==> config.mk <==
export PLATFORM = sky130hd
export DESIGN_NAME = ccd_clock_config_decode
export DESIGN_NICKNAME = d
export VERILOG_FILES = /design/src/ccd_pkg.sv /design/src/ccd_clock_config_decode.sv
export VERILOG_INCLUDE_DIRS = /design/src
export SDC_FILE = /design/constraint.sdc
export NUM_CORES = 1
export LEC_CHECK = 0
export ABC_AREA = 1
export ABC_CLOCK_PERIOD_IN_PS = 2400
export BUFFER_PORTS_ARGS = -buffer_cell sky130_fd_sc_hd__buf_2
export CAP_MARGIN = 25
export CELL_PAD_IN_SITES_DETAIL_PLACEMENT = 1
export CELL_PAD_IN_SITES_GLOBAL_PLACEMENT = 1
export CORE_MARGIN = 5
export CORE_UTILIZATION = 40
export CTS_CLUSTER_DIAMETER = 80
export CTS_CLUSTER_SIZE = 40
export DETAILED_ROUTE_END_ITERATION = 8
export HOLD_SLACK_MARGIN = 0.15
export MAX_ROUTING_LAYER = met4
export PLACE_DENSITY = 0.95
export SYNTH_ARGS = -nofsm -noshare
export SYNTH_HDL_FRONTEND = slang
export SYNTH_SLANG_ARGS = --single-unit
==> constraint.sdc <==
create_clock -name clk_sys -period 2.4 [get_ports clk_sys]
set_input_delay 0.48 -clock clk_sys [delete_from_list [all_inputs] [get_ports clk_sys]]
set_output_delay 0.48 -clock clk_sys [all_outputs]
set_load 0.02 [all_outputs]
==> src/ccd_regs.svh <==
// register offsets, field positions and reset values of the clock configuration block
`ifndef CCD_REGS_SVH
`define CCD_REGS_SVH
// apb byte offsets
`define CCD_OFF_CTRL 8'h00
`define CCD_OFF_TRIM 8'h04
`define CCD_OFF_CFG1 8'h08
`define CCD_OFF_CFG2 8'h0c
// reference control word fields
`define CCD_CTRL_DIV_LSB 16
`define CCD_CTRL_ON 15
`define CCD_CTRL_SLEEP_RUN 11
`define CCD_CTRL_GO 9
`define CCD_CTRL_ACT 8
`define CCD_CTRL_SEL_LSB 0
// trim word field
`define CCD_TRIM_LSB 23
// boot word one fields
`define CCD_C1_SWMON_LSB 14
`define CCD_C1_PBDIV_LSB 12
`define CCD_C1_POSC_LSB 8
`define CCD_C1_TWOSPD 7
`define CCD_C1_SOSC 5
`define CCD_C1_SRC_LSB 0
// boot word two fields
`define CCD_C2_PLLODIV_LSB 16
`define CCD_C2_USBDIS 15
`define CCD_C2_USBIDIV_LSB 8
`define CCD_C2_MUL_LSB 4
`define CCD_C2_IDIV_LSB 0
// reset values
`define CCD_CFG_ERASED 32'hffffffff
`define CCD_DIV_RST 15'h0000
`define CCD_TRIM_RST 9'h000
`define CCD_SEL_RST 4'h0
`endif

==> src/ccd_pkg.sv <==
// types shared by the clock configuration block
package ccd_pkg;
  // primary oscillator mode
  typedef enum logic [1:0] {POSC_EXT, POSC_MEDIUM, POSC_HIGH, POSC_OFF} ccd_posc_e;
  // initial clock source
  typedef enum logic [2:0] {SRC_FAST_RC, SRC_FAST_RC_PLL, SRC_PRI, SRC_PRI_PLL, SRC_SEC,
    SRC_LOW_POWER_RC, SRC_FAST_RC_DIV16, SRC_FAST_RC_DIVN} ccd_src_e;
  // configuration load sequence
  typedef enum logic [1:0] {LD_CAPTURE, LD_DECODE, LD_DONE} ccd_load_e;
  // decoded boot configuration
  typedef struct packed {
    logic switchEn;
    logic monitorEn;
    logic [3:0] pbDivRatio;
    ccd_posc_e poscMode;
    logic poscEn;
    logic twoSpeedEn;
    logic secOscEn;
    ccd_src_e initSource;
    logic [8:0] pllOutDiv;
    logic usbPllEn;
    logic usbPllBypass;
    logic [3:0] usbInDiv;
    logic [4:0] pllMul;
    logic [3:0] pllInDiv;
  } ccd_cfg_s;
  // active reference divider state
  typedef struct packed {
    logic enable;
    logic runGate;
    logic [3:0] source;
    logic [14:0] intDiv;
    logic [8:0] trim;
    logic [24:0] fixedDiv;
  } ccd_ref_s;
endpackage

==> src/ccd_clock_config_decode.sv <==
// reference divider trim control and boot configuration decode with apb access
// Overview of operation
// - nine-bit trim adds n/512 to divider
// - trim change waits for switch go while module on
// - divider change waits for switch go while module on
// - run-in-sleep ignored for two lowest sources
// - unimplemented bits read as zero
// - switch/monitor field decodes both enables
// - peripheral bus divisor 1,2,4,8
// - primary oscillator mode decode
// - two-speed startup bit enables it
// - secondary oscillator enable at load
// - initial source selection decode
// - pll output divisor 1 to 256
// - usb pll enable is active low
// - usb pll input divider decode
// - main pll multiplier decode
// - main pll input divider decode
// - go bit clears when switch completes
// - module off: divider writes apply directly
`timescale 1ns/10ps
`default_nettype none
`include "ccd_regs.svh"

module ccd_clock_config_decode
(
  input wire logic clk_sys,
  input wire logic nrst,
  // apb slave
  input wire logic psel,
  input wire logic penable,
  input wire logic pwrite,
  input wire logic [7:0] paddr,
  input wire logic [31:0] pwdata,
  output logic [31:0] prdata,
  output logic pready,
  output logic pslverr,
  // nonvolatile words seen at power-on
  input wire logic [31:0] cfgWord1In,
  input wire logic [31:0] cfgWord2In,
  // reference generator handshake
  input wire logic refBoundary,
  input wire logic refRequestActive,
  input wire logic sleepMode,
  // results
  output ccd_pkg::ccd_cfg_s cfgOut,
  output ccd_pkg::ccd_ref_s refOut,
  output logic cfgValid
);

  // ---------------------------------------------
  // storage
  // ---------------------------------------------
  logic [31:0] word1_r; // captured boot word one
  logic [31:0] word2_r; // captured boot word two
  ccd_pkg::ccd_load_e loadState_r; // load sequence
  logic onBit_r; // module enable
  logic sleepRun_r; // run-in-sleep
  logic go_r; // divider switch go
  logic [3:0] sel_r; // source select
  logic [14:0] pendDiv_r; // divider as written
  logic [8:0] pendTrim_r; // trim as written
  logic [14:0] actDiv_r; // divider in use
  logic [8:0] actTrim_r; // trim in use
  logic accessDone; // apb access completes this edge
  logic wrCtrl; // control word written
  logic wrTrim; // trim word written
  logic applyNow; // pending values move to active
  logic mapped; // address hits a register
  logic [31:0] rdMux; // read value

  // ---------------------------------------------
  // apb decode
  // ---------------------------------------------
  assign accessDone = psel && penable && pready;
  assign wrCtrl = accessDone && pwrite && paddr == `CCD_OFF_CTRL;
  assign wrTrim = accessDone && pwrite && paddr == `CCD_OFF_TRIM;
  assign mapped = paddr == `CCD_OFF_CTRL || paddr == `CCD_OFF_TRIM ||
    paddr == `CCD_OFF_CFG1 || paddr == `CCD_OFF_CFG2;
  // switch only on a boundary of the running reference clock
  assign applyNow = onBit_r && go_r && refBoundary;

  // read mux, unused positions forced low
  always_comb
  begin
    rdMux = 32'h00000000;
    case (paddr)
      `CCD_OFF_CTRL:
      begin
        rdMux[`CCD_CTRL_DIV_LSB +: 15] = pendDiv_r;
        rdMux[`CCD_CTRL_ON] = onBit_r;
        rdMux[`CCD_CTRL_SLEEP_RUN] = sleepRun_r;
        rdMux[`CCD_CTRL_GO] = go_r;
        rdMux[`CCD_CTRL_ACT] = refRequestActive;
        rdMux[`CCD_CTRL_SEL_LSB +: 4] = sel_r;
      end
      `CCD_OFF_TRIM: rdMux[`CCD_TRIM_LSB +: 9] = pendTrim_r;
      `CCD_OFF_CFG1: rdMux = word1_r;
      `CCD_OFF_CFG2: rdMux = word2_r;
      default: rdMux = 32'h00000000;
    endcase
  end

  // one wait state so that answers come from flops
  always_ff @(posedge clk_sys)
  begin
    if (!nrst)
    begin
      pready <= 1'b0;
      pslverr <= 1'b0;
      prdata <= 32'h00000000;
    end
    else if (psel && penable && !pready)
    begin
      pready <= 1'b1;
      pslverr <= !mapped;
      prdata <= pwrite ? 32'h00000000 : rdMux;
    end
    else
    begin
      pready <= 1'b0;
      pslverr <= 1'b0;
    end
  end

  // ---------------------------------------------
  // reference control
  // ---------------------------------------------
  // plain control bits
  always_ff @(posedge clk_sys)
  begin
    if (!nrst)
    begin
      onBit_r <= 1'b0;
      sleepRun_r <= 1'b0;
      sel_r <= `CCD_SEL_RST;
    end
    else if (wrCtrl)
    begin
      onBit_r <= pwdata[`CCD_CTRL_ON];
      sleepRun_r <= pwdata[`CCD_CTRL_SLEEP_RUN];
      sel_r <= pwdata[`CCD_CTRL_SEL_LSB +: 4];
    end
  end

  // go bit, a software set wins over the hardware clear
  always_ff @(posedge clk_sys)
  begin
    if (!nrst)
      go_r <= 1'b0;
    else if (wrCtrl && pwdata[`CCD_CTRL_GO])
      go_r <= 1'b1;
    else if (applyNow || !onBit_r)
      go_r <= 1'b0;
  end

  // values as written by software
  always_ff @(posedge clk_sys)
  begin
    if (!nrst)
    begin
      pendDiv_r <= `CCD_DIV_RST;
      pendTrim_r <= `CCD_TRIM_RST;
    end
    else
    begin
      if (wrCtrl)
        pendDiv_r <= pwdata[`CCD_CTRL_DIV_LSB +: 15];
      if (wrTrim)
        pendTrim_r <= pwdata[`CCD_TRIM_LSB +: 9];
    end
  end

  // active values: direct while off, together on a boundary while on
  always_ff @(posedge clk_sys)
  begin
    if (!nrst)
    begin
      actDiv_r <= `CCD_DIV_RST;
      actTrim_r <= `CCD_TRIM_RST;
    end
    else if (!onBit_r)
    begin
      // off: follow every write at once
      if (wrCtrl)
        actDiv_r <= pwdata[`CCD_CTRL_DIV_LSB +: 15];
      if (wrTrim)
        actTrim_r <= pwdata[`CCD_TRIM_LSB +: 9];
    end
    else if (applyNow)
    begin
      // on: both move in one step
      actDiv_r <= pendDiv_r;
      actTrim_r <= pendTrim_r;
    end
  end

  // reference outputs
  always_ff @(posedge clk_sys)
  begin
    if (!nrst)
      refOut <= '0;
    else
    begin
      refOut.enable <= onBit_r;
      // sleep keeps it running only for sources other than the two bus clocks
      refOut.runGate <= onBit_r && (!sleepMode || (sleepRun_r && sel_r > 4'h1));
      refOut.source <= sel_r;
      refOut.intDiv <= actDiv_r;
      refOut.trim <= actTrim_r;
      // divisor in 1/512 steps: 2*(div + trim/512), the trim adds to the divider value
      refOut.fixedDiv <= {actDiv_r, actTrim_r, 1'b0};
    end
  end

  // ---------------------------------------------
  // boot configuration
  // ---------------------------------------------
  // capture once after reset release, then decode
  always_ff @(posedge clk_sys)
  begin
    if (!nrst)
    begin
      loadState_r <= ccd_pkg::LD_CAPTURE;
      word1_r <= `CCD_CFG_ERASED;
      word2_r <= `CCD_CFG_ERASED;
      cfgValid <= 1'b0;
    end
    else
    begin
      case (loadState_r)
        ccd_pkg::LD_CAPTURE:
        begin
          word1_r <= cfgWord1In;
          word2_r <= cfgWord2In;
          loadState_r <= ccd_pkg::LD_DECODE;
        end
        ccd_pkg::LD_DECODE:
        begin
          cfgValid <= 1'b1;
          loadState_r <= ccd_pkg::LD_DONE;
        end
        ccd_pkg::LD_DONE: loadState_r <= ccd_pkg::LD_DONE;
        default: loadState_r <= ccd_pkg::LD_CAPTURE;
      endcase
    end
  end

  // divider table shared by both pll input dividers
  function automatic logic [3:0] inDiv(input logic [2:0] code);
    case (code)
      3'h6: inDiv = 4'ha;
      3'h7: inDiv = 4'hc;
      default: inDiv = 4'(code) + 4'h1;
    endcase
  endfunction

  // field decode from the captured words
  always_ff @(posedge clk_sys)
  begin
    if (!nrst)
      cfgOut <= '0;
    else
    begin
      cfgOut.switchEn <= !word1_r[`CCD_C1_SWMON_LSB + 1];
      cfgOut.monitorEn <= word1_r[`CCD_C1_SWMON_LSB +: 2] == 2'h0;
      cfgOut.pbDivRatio <= 4'h1 << word1_r[`CCD_C1_PBDIV_LSB +: 2];
      case (word1_r[`CCD_C1_POSC_LSB +: 2])
        2'h0: cfgOut.poscMode <= ccd_pkg::POSC_EXT;
        2'h1: cfgOut.poscMode <= ccd_pkg::POSC_MEDIUM;
        2'h2: cfgOut.poscMode <= ccd_pkg::POSC_HIGH;
        default: cfgOut.poscMode <= ccd_pkg::POSC_OFF;
      endcase
      cfgOut.poscEn <= word1_r[`CCD_C1_POSC_LSB +: 2] != 2'h3;
      cfgOut.twoSpeedEn <= word1_r[`CCD_C1_TWOSPD];
      cfgOut.secOscEn <= word1_r[`CCD_C1_SOSC];
      cfgOut.initSource <= ccd_pkg::ccd_src_e'(word1_r[`CCD_C1_SRC_LSB +: 3]);
      case (word2_r[`CCD_C2_PLLODIV_LSB +: 3])
        3'h7: cfgOut.pllOutDiv <= 9'h100;
        default: cfgOut.pllOutDiv <= 9'h001 << word2_r[`CCD_C2_PLLODIV_LSB +: 3];
      endcase
      cfgOut.usbPllEn <= !word2_r[`CCD_C2_USBDIS];
      cfgOut.usbPllBypass <= word2_r[`CCD_C2_USBDIS];
      cfgOut.usbInDiv <= inDiv(word2_r[`CCD_C2_USBIDIV_LSB +: 3]);
      case (word2_r[`CCD_C2_MUL_LSB +: 3])
        3'h7: cfgOut.pllMul <= 5'h18;
        default: cfgOut.pllMul <= 5'(word2_r[`CCD_C2_MUL_LSB +: 3]) + 5'h0f;
      endcase
      cfgOut.pllInDiv <= inDiv(word2_r[`CCD_C2_IDIV_LSB +: 3]);
    end
  end

  // ---------------------------------------------
  // checks
  // ---------------------------------------------
  a_trim_low_zero: assert property (@(posedge clk_sys) disable iff (!nrst)
    psel && penable && pready && !pwrite && paddr == `CCD_OFF_TRIM |-> prdata[22:0] == 23'h0)
    else $error("trim low bits not zero");

  a_div_held_on: assert property (@(posedge clk_sys) disable iff (!nrst)
    onBit_r && !go_r |=> $stable(actDiv_r))
    else $error("divider changed without go");

  a_trim_held_on: assert property (@(posedge clk_sys) disable iff (!nrst)
    onBit_r && !go_r |=> $stable(actTrim_r))
    else $error("trim changed without go");

  a_switch_done: assert property (@(posedge clk_sys) disable iff (!nrst)
    applyNow && !wrCtrl |=> !go_r && actDiv_r == $past(pendDiv_r) && actTrim_r == $past(pendTrim_r))
    else $error("switch did not complete");

  a_off_direct: assert property (@(posedge clk_sys) disable iff (!nrst)
    wrCtrl && !onBit_r |=> actDiv_r == $past(pwdata[30:16]))
    else $error("divider not applied while off");

  a_boundary_only: assert property (@(posedge clk_sys) disable iff (!nrst)
    onBit_r && $past(onBit_r) && $changed(actDiv_r) |-> $past(refBoundary) && $past(go_r))
    else $error("divider moved off boundary");

  a_sleep_ignored: assert property (@(posedge clk_sys) disable iff (!nrst)
    sleepMode && sel_r < 4'h2 |=> !refOut.runGate)
    else $error("run-in-sleep honoured for bus clock source");

  a_swmon_decode: assert property (@(posedge clk_sys) disable iff (!nrst)
    cfgValid |-> cfgOut.switchEn == !word1_r[15] && cfgOut.monitorEn == (word1_r[15:14] == 2'h0))
    else $error("switch monitor decode wrong");

  a_pbdiv_decode: assert property (@(posedge clk_sys) disable iff (!nrst)
    cfgValid |-> $onehot(cfgOut.pbDivRatio) && cfgOut.pbDivRatio[word1_r[13:12]])
    else $error("bus divisor decode wrong");

  a_usb_pll: assert property (@(posedge clk_sys) disable iff (!nrst)
    cfgValid |-> cfgOut.usbPllEn != word2_r[15] && cfgOut.usbPllBypass == word2_r[15])
    else $error("usb pll enable polarity wrong");

  a_ctrl_unused_zero: assert property (@(posedge clk_sys) disable iff (!nrst)
    psel && penable && pready && !pwrite && paddr == `CCD_OFF_CTRL |->
    !prdata[31] && prdata[14:12] == 3'h0 && !prdata[10] && prdata[7:4] == 4'h0)
    else $error("control word unused bits not zero");

  a_err_unmapped: assert property (@(posedge clk_sys) disable iff (!nrst)
    psel && penable && pready |-> pslverr == (paddr[7:4] != 4'h0 || paddr[1:0] != 2'h0))
    else $error("error response does not match address map");

  a_boot_held: assert property (@(posedge clk_sys) disable iff (!nrst)
    cfgValid |=> $stable(cfgOut))
    else $error("boot decode changed after load");

endmodule
`default_nettype wire

# --- After elaboration in Yosys (flattened, before gate mapping) ---
# Cells that the tools add are included.
op_classes:
  n_addsub: 3
  n_mux: 25
  magnitude_cmp: 1
  bitwise: 1
  reduce_logical: 35
  shift: 2
  n_eq_ne: 15
ops:
  columns: ["cell", "n"]
  rows:
  - ["$mux W15", 3]
  - ["$mux W9", 4]
  - ["$mux W32", 1]
  - ["$pmux W8 S4", 1]
  - ["$pmux W4 S2", 3]
  - ["$pmux W8 S3", 1]
  - ["$eq A3 B3 Y1 const B", 6]
  - ["$eq A8 B4 Y1 const B", 2]
  - ["$pmux W2 S3", 2]
  - ["$pmux W4 S3", 1]
  - ["$logic_and A1 B1 Y1", 11]
  - ["$shl A1 B3 Y9 const A", 1]
  - ["$add A3 B1 Y4 const B", 2]
  - ["$eq A8 B3 Y1 const B", 1]
  - ["$logic_not A8 Y1", 1]
  - ["$logic_not A1 Y1", 6]
  - ["$logic_not A2 Y1", 3]
  - ["$pmux W1 S3", 2]
  - ["$pmux W3 S2", 1]
  - ["$reduce_and A2 Y1", 3]
  - ["$reduce_bool A2 Y1", 3]
  - ["$reduce_or A2 Y1", 3]
  - ["$add A3 B4 Y5 const B", 1]
  - ["$logic_or A1 B1 Y1", 5]
  - ["11 further kinds", 15]
totals:
  word_cells: 120
  out_inout_bits: 128
  regBits: 249

# --- Longest topological paths before layout ---
# Gate-level depths: netlist of the first run.
depth:
  word_depth: 6
  depth_mapped: 9
  depth_no_buf: 9

# --- Least setup slack after synthesis of the first run ---
# OpenSTA, ideal clock, no wires.
synth_path:
  path_kind: "input to register"
  from: "input port paddr[7]"
  to: "register actDiv_r[4]"
  path_slack_ns: 0.916
  arrival_time_ns: 1.368
  t_required_ns: 2.284
  n_path_buf: 1
  path_stages: 9
  setup_ns: 0.116
  path_cell_list: "nor2_2 > nand2_4 > nor2_8 > nand3_2 > nand2_2 > inv_2 > buf_6 > nor2_2 > nor2_1"
synth_between:
  elab_chain_cells: 4
synth_rtl:
  columns: ["element", "line_no", "text"]
  rows:
  - ["start, declared", "ccd_clock_config_decode.sv:33", "input wire logic [7:0] paddr,"]
  - ["$logic_not A8 Y1", null, null]
  - ["$logic_and A1 B1 Y1 (no source line)", null, null]
  - ["$reduce_bool A2 Y1 (no source line)", null, null]
  - ["$reduce_and A2 Y1 (no source line)", null, null]
  - ["end signal, assigned", "ccd_clock_config_decode.sv:179", "actDiv_r <= `CCD_DIV_RST;"]
  - ["end signal, assigned", "ccd_clock_config_decode.sv:186", "actDiv_r <= pwdata[`CCD_CTRL_DIV_LSB +: 15];"]
  - ["end signal, assigned", "ccd_clock_config_decode.sv:193", "actDiv_r <= pendDiv_r;"]
  - ["end, declared", "ccd_clock_config_decode.sv:63", "logic [14:0] actDiv_r;"]
# Every way passes these cells.
# A chain may end at the register's enable or synchronous reset.

# --- Worst setup path in the final report of the first run ---
layout_path:
  from: "register onBit_r"
  to: "register actDiv_r[3]"
layout_between:
  elab_chain_cells: 4
layout_rtl:
  columns: ["element", "line_no", "text"]
  rows:
  - ["start, declared", "ccd_clock_config_decode.sv:57", "logic onBit_r;"]
  - ["start signal, assigned", "ccd_clock_config_decode.sv:140", "onBit_r <= pwdata[`CCD_CTRL_ON];"]
  - ["$logic_and A1 B1 Y1 (2 in a row)", "ccd_clock_config_decode.sv:81", "assign applyNow = onBit_r && go_r && refBoundary;"]
  - ["$ne A2 B1 Y1 (no source line)", null, null]
  - ["$reduce_and A2 Y1 (no source line)", null, null]
# Parallel ways exist; a longest one is shown, timed or not.

==> results.cfg, run 1 <==
[power_and_ir_drop]
seqPwrFrac_pct = 50.8
power_frac_clock_pct = 28.0
p_sw_mw = 3.01
intPower_mw = 6.05
report.power.total_mw = 9.07
p_sw_share_pct = 33.2
p_leak_nw = 5.25
ir_worst_vdd_uv = 559
power_density_nw_per_um2 = 875
p_comb_share_pct = 21.1

[clock_network]
cts.sinks = 224
clk_pin_slew_ns = 0.11
post_cts_buffers = 0
htreeDepth = 1
cts_root_buffer = clkbuf_16
numCtsBuffers = 13
cts_resized = 0
tritoncts = yes
cts_hold_buf = 0
insertion_delay_ns = 0.48
cts_buffer_depth = 3

[cells_and_area]
finalNonFillerCells = 1604
fill_cells = 2772
multiInputGateArea_um2 = 3380
area_growth_pct = 18.8
drive_gt1_share_pct = 23.4
final_area_um2 = 10400
layout.nets = 1435
regArea_um2 = 4480

[setup_path]
startpoint = onBit_r
endpoint = actDiv_r[3]
crit-reg2reg-launch = onBit_r
crit_path_end_kind = flip-flop
reg2regPathDepth = 5
ff2ff_setup_slack_ns = 0.49
r2r_end = actDiv_r[3]
cp.required_ns = 2.78
cp.arrival_ns = 2.29
crit_type = flip-flop to flip-flop
worst-path-max-fanout = 16
cp-start-kind = flip-flop

[sta]
tightestPinTransition_ns = 0.685
post-route-min-period_ns = 1.91
fin_setup_tns_ns = 0
finalClockSkew_ns = 0.0127
maxSlewHeadroom_pct = 54.4
holdWs_ns = 0.187
drv_slew = 0
final-hold-violation-count = 0
rsz0062_at_grt = false
max_freq_mhz = 523
finalSetupViolations = 0
fin_crit_sh_pct = 79.6

[logic_synthesis]
synth_most_common_cell = nand2_1
yosysSeqAreaShare_pct = 51.4
yosys.area.top_type = dfxtp_1
ys_seq_elements = 224
synthCells = 1139
ys_types = 32
synthTopCellsByCount = nand2_1 (300), dfxtp_1 (224), nand3_1 (129)
synth.top_cell.area_share_pct = 51.4
synth_area_um2 = 8720
synth_flop_cell = dfxtp_1
synth_area_leaders = dfxtp_1 (51%), nand2_1 (13%), nand3_1 (7.4%), a21oi_1 (4.9%), o21ai_0 (3.8%)
synth_edf_count = 0
syn_avg_cell_area_um2 = 7.65
async_flop_share_pct = 0
ys_warn_count = 0

[placement]
finalWeightedCongestion = 0.867
dpl.hpwl_um = 20200
port_buffers = 229
place_inst = 1580
placed_area_um2 = 9900

[die]
start_util_pct = 40.3
die_h_um = 158
core_um2 = 21600
die_x_um = 158
io_pins = 240
dieArea_um2 = 24800
rows = 54

[grt]
grt_pass1_vias = 8086
grt_pass1_wl_um = 42200
grt-ovfl-total = 0
grt_usage_pct = 21.5
grt_max_degree = 135
antenna_found_initial = 2

[detailed_routing]
first_iter_violations = 421
drc = 0
drt_wl_total_um = 26700
drtAntennaViolNets = 0
wire_per_inst_um = 16.6
vias_per_cell = 4.99
dr.pass1.iters = 5
vias = 8008

[job]
drv_cap = 0

[outcome]
outcome = finished, final reports clean

[hold_path]
hold_path.class = input pin to flip-flop
==> routing by layer <==
layer  global-route usage [%]  wire (µm)  part of all wire (%)  up-vias
li1                         -          -                     -     3960
met1                     28.0      12100                    45     3805
met2                     36.0      12700                    48      202
met3                     2.49       1320                   5.0       41
met4                     5.12        551                   2.1        0
met5                        -          0                     0        -
==> state kept, by name, summed over array words and instances, names as in the netlist, 2 cells and up <==
| signal | cells |
|---|---|
| word2_r | 32 |
| actDiv_r | 15 |
| actTrim_r | 9 |
| refOut | 30 |
| prdata | 32 |
| pendDiv_r | 15 |
| cfgOut | 38 |
| sel_r | 4 |
| pendTrim_r | 9 |
| loadState_r | 2 |
| word1_r | 32 |
==> layout by cell type, fill, tap and decap left out <==
cell | Yosys | layout
a21oi_1 | 85 | 85
buf_12 | 0 | 2
buf_2 | 15 | 228
buf_4 | 28 | 22
bufinv_16 | 0 | 1
clkbuf_16 | 0 | 13
clkinv_2 | 1 | 1
clkinv_4 | 0 | 1
clkinv_8 | 0 | 3
conb_1 | 1 | 2
dfxtp_1 | 224 | 224
diode_2 | 0 | 3
ha_1 | 8 | 7
ha_2 | 0 | 1
inv_1 | 84 | 84
inv_12 | 0 | 1
inv_2 | 5 | 6
inv_6 | 0 | 2
nand2_1 | 300 | 300
nand2_2 | 6 | 6
nand2_4 | 1 | 1
nand3_1 | 129 | 129
nand3_2 | 2 | 2
nand3b_1 | 9 | 9
nand4_1 | 2 | 2
nor2_1 | 69 | 69
nor2_2 | 16 | 16
nor2_4 | 1 | 1
nor2_8 | 1 | 1
nor3_1 | 8 | 8
nor3_4 | 1 | 1
nor3b_1 | 1 | 1
o211ai_1 | 1 | 1
o21ai_0 | 66 | 66
o21ai_1 | 22 | 22
o31ai_1 | 3 | 3
==> metrics by stage <==
stage	utilization, %	worst slack, ns
after detailed placement	45.8	0.308
after floorplan	-	0.916
after CTS	47.9	0.472
after global placement	45.8	0.353
after global routing	47.9	0.285
final	47.9	0.489
==> kinds of logic after synthesis <==
logic type | synth area share, %
fa+ha+maj | 1.15
simple gates | 27.2
flops | 51.4
compound gates | 10.3
other cells | 0.0430
buf+inv | 9.85
==> worst min path at each step <==
stage | endpoint | slack (ns) | startpoint | cells past startpoint
5_1_grt | refOut[53] | 0.18 | sleepMode | 2
3_5_place_dp | refOut[28] | 0.42 | actTrim_r[3] | 2
4_1_cts | refOut[53] | 0.18 | sleepMode | 2
6_report | refOut[53] | 0.19 | sleepMode | 2
3_3_place_gp | cfgOut[0] | 0.40 | word2_r[0] | 1
2_1_floorplan | cfgOut[0] | 0.40 | word2_r[0] | 1
==> power by group through the flow <==
stage	registers (mW)	clock network (mW)	logic (mW)
finish	4.61	2.54	1.92
global route	4.67	2.75	2.19
CTS	4.61	2.61	1.96
detailed placement	4.69	0	1.94
global placement	4.66	0	1.83
floorplan	4.75	0	1.15
==> worst max-delay path: stages, from the launching register on <==
cell and delay, ns:
dfxtp_1 0.51, nand3_1 0.44, nand2_2 0.42, inv_2 0.23, nor2_1 0.16, nor2_1 0.06
==> cell type report <==
class / count / area share (%)
repair buffers: 252 / 13.0
flip-flops and latches: 224 / 43.3
diodes: 3 / 0.0725
multi-input cells: 733 / 32.6
well taps: 280 / 3.38
clock buffers: 13 / 3.14
inverters: 91 / 3.31
clock inverters: 8 / 1.17
No activity file was read; power rests on OpenSTA's default activity.
==> run 2, diff against run 1 <==
--- a/config.mk
+++ b/config.mk
@@ -7,19 +7,19 @@
 export NUM_CORES = 1
 export LEC_CHECK = 0
 export ABC_AREA = 1
-export ABC_CLOCK_PERIOD_IN_PS = 2400
+export ABC_CLOCK_PERIOD_IN_PS = 1800
 export BUFFER_PORTS_ARGS = -buffer_cell sky130_fd_sc_hd__buf_2
 export CAP_MARGIN = 25
 export CELL_PAD_IN_SITES_DETAIL_PLACEMENT = 1
 export CELL_PAD_IN_SITES_GLOBAL_PLACEMENT = 1
 export CORE_MARGIN = 5
-export CORE_UTILIZATION = 40
+export CORE_UTILIZATION = 37
 export CTS_CLUSTER_DIAMETER = 80
 export CTS_CLUSTER_SIZE = 40
 export DETAILED_ROUTE_END_ITERATION = 8
 export HOLD_SLACK_MARGIN = 0.15
 export MAX_ROUTING_LAYER = met4
-export PLACE_DENSITY = 0.95
+export PLACE_DENSITY = 0.9
 export SYNTH_ARGS = -nofsm -noshare
 export SYNTH_HDL_FRONTEND = slang
 export SYNTH_SLANG_ARGS = --single-unit
==> constraint.sdc (replaced) <==
create_clock -name clk_sys -period 1.8 [get_ports clk_sys]
set_input_delay 0.36 -clock clk_sys [delete_from_list [all_inputs] [get_ports clk_sys]]
set_output_delay 0.36 -clock clk_sys [all_outputs]
set_load 0.02 [all_outputs]
==> run 2 against run 1 <==
Net effect: clock power grew 28%; critical path depth grew 1; largest cell class unchanged; via count grew 5.6%; sequential power grew 34%; final cell count grew 7.4%; final area grew 8.3%; clock skew grew 0.016 ns; fmax grew 29%; worst setup slack lost 0.17 ns; worst hold slack lost 0.012 ns; power grew 36%.
==> results.cfg, run 2 (synthesis results as in run 1) <==
[power_and_ir_drop]
intPower_mw = 8.06
ir_worst_vdd_uv = 686
power_frac_clock_pct = 26.4
power_density_nw_per_um2 = 1100
p_comb_share_pct = 23.2
p_leak_nw = 5.60
p_sw_share_pct = 34.4
p_sw_mw = 4.23
seqPwrFrac_pct = 50.4

[sta]
fin_setup_tns_ns = 0
rsz0062_at_grt = false
max_freq_mhz = 674
final-hold-violation-count = 0
holdWs_ns = 0.175
drv_slew = 0
finalSetupViolations = 0
finalClockSkew_ns = 0.0290
post-route-min-period_ns = 1.48
fin_crit_sh_pct = 82.5

[grt]
grt_pass1_vias = 9036
grt_max_degree = 66
antenna_found_initial = 1
grt_usage_pct = 23.5
grt-ovfl-total = 0
grt_pass1_wl_um = 49000

[die]
die_x_um = 163
dieArea_um2 = 26700
die_h_um = 163
io_pins = 240
core_um2 = 23300
rows = 56
start_util_pct = 37.4

[outcome]
outcome = finished, final reports clean

[cells_and_area]
area_growth_pct = 28.7
multiInputGateArea_um2 = 3380
regArea_um2 = 4480
final_cell_mix = nand2_1 (300), buf_2 (228), dfxtp_1 (224)
final_common_cell = nand2_1
layout.nets = 1516
largest_register_ffs = 38
final_area_um2 = 11200
fill_cells = 2919
regMostFlops = cfgOut
drive_gt1_share_pct = 22.7

[placement]
finalWeightedCongestion = 0.808
port_buffers = 229
dpl.hpwl_um = 20400
placed_area_um2 = 10100

[detailed_routing]
dr.pass1.iters = 5
vias = 8453
first_iter_violations = 397
vias_per_cell = 4.91
drc = 0
wire_per_inst_um = 18.0
drt_wl_total_um = 31100
drtAntennaViolNets = 0

[setup_path]
cp-start-kind = flip-flop
worst-path-max-fanout = 28
cp_slowest_cell = dfxtp_1
cp.required_ns = 2.22
crit_type = flip-flop to flip-flop
crit_path_max_incr_delay_ns = 0.49
crit_chain = inv_2 -> nand3_2 -> nand2_2 -> inv_2 -> nor2_1 -> nor2_1
crit_path_end_kind = flip-flop
cp.arrival_ns = 1.90

[clock_network]
tritoncts = yes
numCtsBuffers = 12
cts.sinks = 224
htreeDepth = 1
clk_pin_slew_ns = 0.10
cts_buffer_depth = 3
insertion_delay_ns = 0.50
post_cts_buffers = 0
cts_root_buffer = clkbuf_16
cts_resized = 0

[job]
drv_cap = 0

[hold_path]
hold_path.class = input pin to flip-flop
==> run 2: cell types whose count changed in the layout (fill, tap and decap cells not counted), sizes merged <==
cell,delta
bufinv,-1
clkinv,-3
buf,+11
dlygate4sd3,+71
diode,-2
inv,+1
clkbuf,+2
==> run 2: cell type report <==
cell class	count	share of cell area (%)
antenna	1	0.0223
clock buffer	15	3.06
clock inverter	5	0.547
inverter	91	3.06
multi-input combinational	733	30.1
sequential	224	40.0
tap	319	3.56
timing repair buffer	334	19.6
==> run 2: power groups by stage <==
stage | Clock [mW] | Sequential (mW) | Combinational, mW
3_5_place_dp | 0 | 6.25 | 2.61
2_1_floorplan | 0 | 6.34 | 1.53
5_1_grt | 3.49 | 6.26 | 3.19
4_1_cts | 3.33 | 6.14 | 2.75
3_3_place_gp | 0 | 6.20 | 2.47
6_report | 3.24 | 6.20 | 2.85
==> run 2: worst max-delay path, delay by kind of cell (launching register included) <==
kind                   cells  cell delay [ns]
DFF                        1             0.49
buffers and inverters      2             0.50
and+or+nand+nor            4             0.41
==> run 2: final timing paths <==
path	slack (ns)	cells past startpoint	to	startpoint
worst min-delay path	0.18	3	pendDiv_r[4]	pwdata[20]
worst max-delay path	0.32	6	actDiv_r[14]	onBit_r
worst max register to register	0.32	6	actDiv_r[14]	onBit_r
worst min register to register	0.43	2	refOut[29]	actTrim_r[4]
==> run 2: timing repair <==
| action | 4_1_cts | 5_1_grt |
|---|---|---|
| setup endpoints to repair | 0 | 0 |
| hold buffers | 71 | 0 |
| endpoints found under the hold margin | 71 | 0 |
==> run 2: metal layers <==
layer	share of wire (%)	vias up	GRT usage (%)	routed length, µm
li1	-	4117	-	-
met1	41	4000	27.9	12900
met2	49	253	40.4	15200
met3	4.9	83	3.03	1540
met4	4.5	0	9.87	1410
met5	0	-	-	0
==> run 2: stage by stage <==
| step | total power [mW] | cells | utilization (%) | worst slack [ns] |
|---|---|---|---|---|
| after floorplan | 7.87 | 1140 | - | 0.373 |
| after global placement | 8.67 | 1630 | 43.3 | 0.111 |
| after detailed placement | 8.86 | 1630 | 43.3 | 0.0324 |
| after CTS | 12.2 | 1721 | 48.1 | 0.313 |
| after global routing | 13.0 | 1722 | 48.1 | 0.139 |
| final | 12.3 | 1722 | 48.1 | 0.315 |
==> run 3, diff against run 2 <==
--- a/config.mk
+++ b/config.mk
@@ -7,7 +7,7 @@
 export NUM_CORES = 1
 export LEC_CHECK = 0
 export ABC_AREA = 1
-export ABC_CLOCK_PERIOD_IN_PS = 1800
+export ABC_CLOCK_PERIOD_IN_PS = 1490
 export BUFFER_PORTS_ARGS = -buffer_cell sky130_fd_sc_hd__buf_2
 export CAP_MARGIN = 25
 export CELL_PAD_IN_SITES_DETAIL_PLACEMENT = 1
==> constraint.sdc (replaced) <==
create_clock -name clk_sys -period 1.49 [get_ports clk_sys]
set_input_delay 0.298 -clock clk_sys [delete_from_list [all_inputs] [get_ports clk_sys]]
set_output_delay 0.298 -clock clk_sys [all_outputs]
set_load 0.02 [all_outputs]
==> run 3 against run 2 <==
Net effect: worst setup slack got worse by 0.23 ns; register-to-register slack got worse by 0.23 ns; final area rose by 3.4%; via count rose by 2.0%; fmax rose by 5.5%; sequential power rose by 20%; core utilization rose by 1.6 points; power rose by 22%; global-route usage fell by 0.27 points; worst hold slack got worse by 0.015 ns.
==> results.cfg, run 3 (synthesis results as in run 1) <==
[outcome]
outcome = finished, final reports clean

[clock_network]
tritoncts = yes
cts_root_buffer = clkbuf_16
htreeDepth = 1
post_cts_buffers = 0
clk_pin_slew_ns = 0.11
numCtsBuffers = 12
cts_buffer_depth = 3
insertion_delay_ns = 0.48
cts.sinks = 224

[grt]
grt-ovfl-total = 0
grt_pass1_wl_um = 48300
grt_max_degree = 68
antenna_found_initial = 4
grt_usage_pct = 23.3
grt_pass1_vias = 8850

[setup_path]
crit_path_end_kind = flip-flop
cp.arrival_ns = 1.76
crit_type = flip-flop to flip-flop
cp-start-kind = flip-flop
worst-path-max-fanout = 31
cp.required_ns = 1.84

[sta]
drv_slew = 0
finalClockSkew_ns = 0.0118
finalSetupViolations = 0
max_freq_mhz = 711
fin_crit_sh_pct = 94.5
post-route-min-period_ns = 1.41
rsz0062_at_grt = false
final-hold-violation-count = 0

[job]
drv_cap = 0

[power_and_ir_drop]
power_density_nw_per_um2 = 1290
report.power.total_mw = 14.9
p_leak_nw = 5.77
ir_worst_vdd_uv = 818

[detailed_routing]
drc = 0
first_iter_violations = 517
vias_per_cell = 4.92
vias = 8625
drt_wl_total_um = 31200
wire_per_inst_um = 17.8
drtAntennaViolNets = 0
dr.pass1.iters = 5

[die]
dieArea_um2 = 26700
die_h_um = 163
core_um2 = 23300
io_pins = 240
die_x_um = 163
start_util_pct = 37.4
rows = 56

[cells_and_area]
regMostFlops = cfgOut
final_cell_mix = nand2_1 (300), buf_2 (228), dfxtp_1 (224)
final_common_cell = nand2_1
finalNonFillerCells = 1753
drive_gt1_share_pct = 23.3
largest_register_ffs = 38
layout.nets = 1545
area_growth_pct = 33.0
final_area_um2 = 11600

[placement]
placed_area_um2 = 10300
finalWeightedCongestion = 0.856
port_buffers = 229
place_inst = 1645
dpl.hpwl_um = 20700

[hold_path]
hold_path.class = input pin to flip-flop
[run 3: cell count changes in the layout (fill, tap and decap cells not counted)]
cell	delta
nor2_2	-1
inv_4	+1
clkinv_8	-1
diode_2	+3
buf_12	+9
clkbuf_1	-1
inv_2	-1
nor2_4	+1
dlygate4sd3_1	+14
clkbuf_8	+2
inv_8	-1
buf_4	+6
[run 3: layout make-up]
type / instances / area (µm²)
diodes: 4 / 10.0
flip-flops and latches: 224 / 4480
multi-input cells: 733 / 3390
repair buffers: 363 / 2570
well taps: 319 / 399
clock buffers: 16 / 367
clock inverters: 3 / 33.8
fillers: 2922 / 11700
inverters: 91 / 345
[run 3: timing repair]
item / 4_1_cts / 5_1_grt
hold buffers: 85 / 0
resized for setup: 0 / 2
setup endpoints to repair: 0 / 20
endpoints found under the hold margin: 89 / 0
[run 3: final timing paths]
| kind | from | endpoint | slack [ns] | depth (start not counted) |
|---|---|---|---|---|
| max reg2reg | loadState_r[0] | word2_r[18] | 0.08 | 5 |
| max | loadState_r[0] | word2_r[18] | 0.08 | 5 |
| min reg2reg | actDiv_r[0] | refOut[34] | 0.43 | 2 |
| min | pwdata[30] | pendDiv_r[14] | 0.16 | 3 |
[run 3: metrics by stage]
stage               setup WS, ns  hold WS, ns  utilization (%)  TNS, ns
CTS                       0.0590        0.152             49.6        0
global route              0.0193        0.176             49.7        0
finish                    0.0826        0.160             49.7        0
detailed placement        -0.224        0.416             44.2    -7.58
global placement          -0.104        0.403             44.2    -3.82
floorplan                 0.0633        0.392                -        0
[run 3: worst max-delay path, stage by stage (launching register included)]
cell,delay (ns)
dfxtp_1,0.38
inv_1,0.06
ha_2,0.20
buf_4,0.24
a21oi_1,0.24
o21ai_0,0.14
[run 3: where the power goes]
| group | total, mW | switching (mW) | internal (mW) | leakage (nW) |
|---|---|---|---|---|
| Sequential | 7.45 | 0.575 | 6.87 | 1.83 |
| Clock | 3.88 | 2.08 | 1.80 | 0.198 |
| Combinational | 3.61 | 2.37 | 1.25 | 3.74 |
| Total | 14.9 | 5.02 | 9.92 | 5.77 |
[run 3: routing by layer]
layer	wire [µm]	global-route usage, %	vias to the layer above	part of all wire, %
met5	0	-	-	0
met4	964	7.40	0	3.1
met3	1540	2.60	61	4.9
met2	15400	39.8	280	49
met1	13300	28.9	4108	43
li1	-	-	4176	-
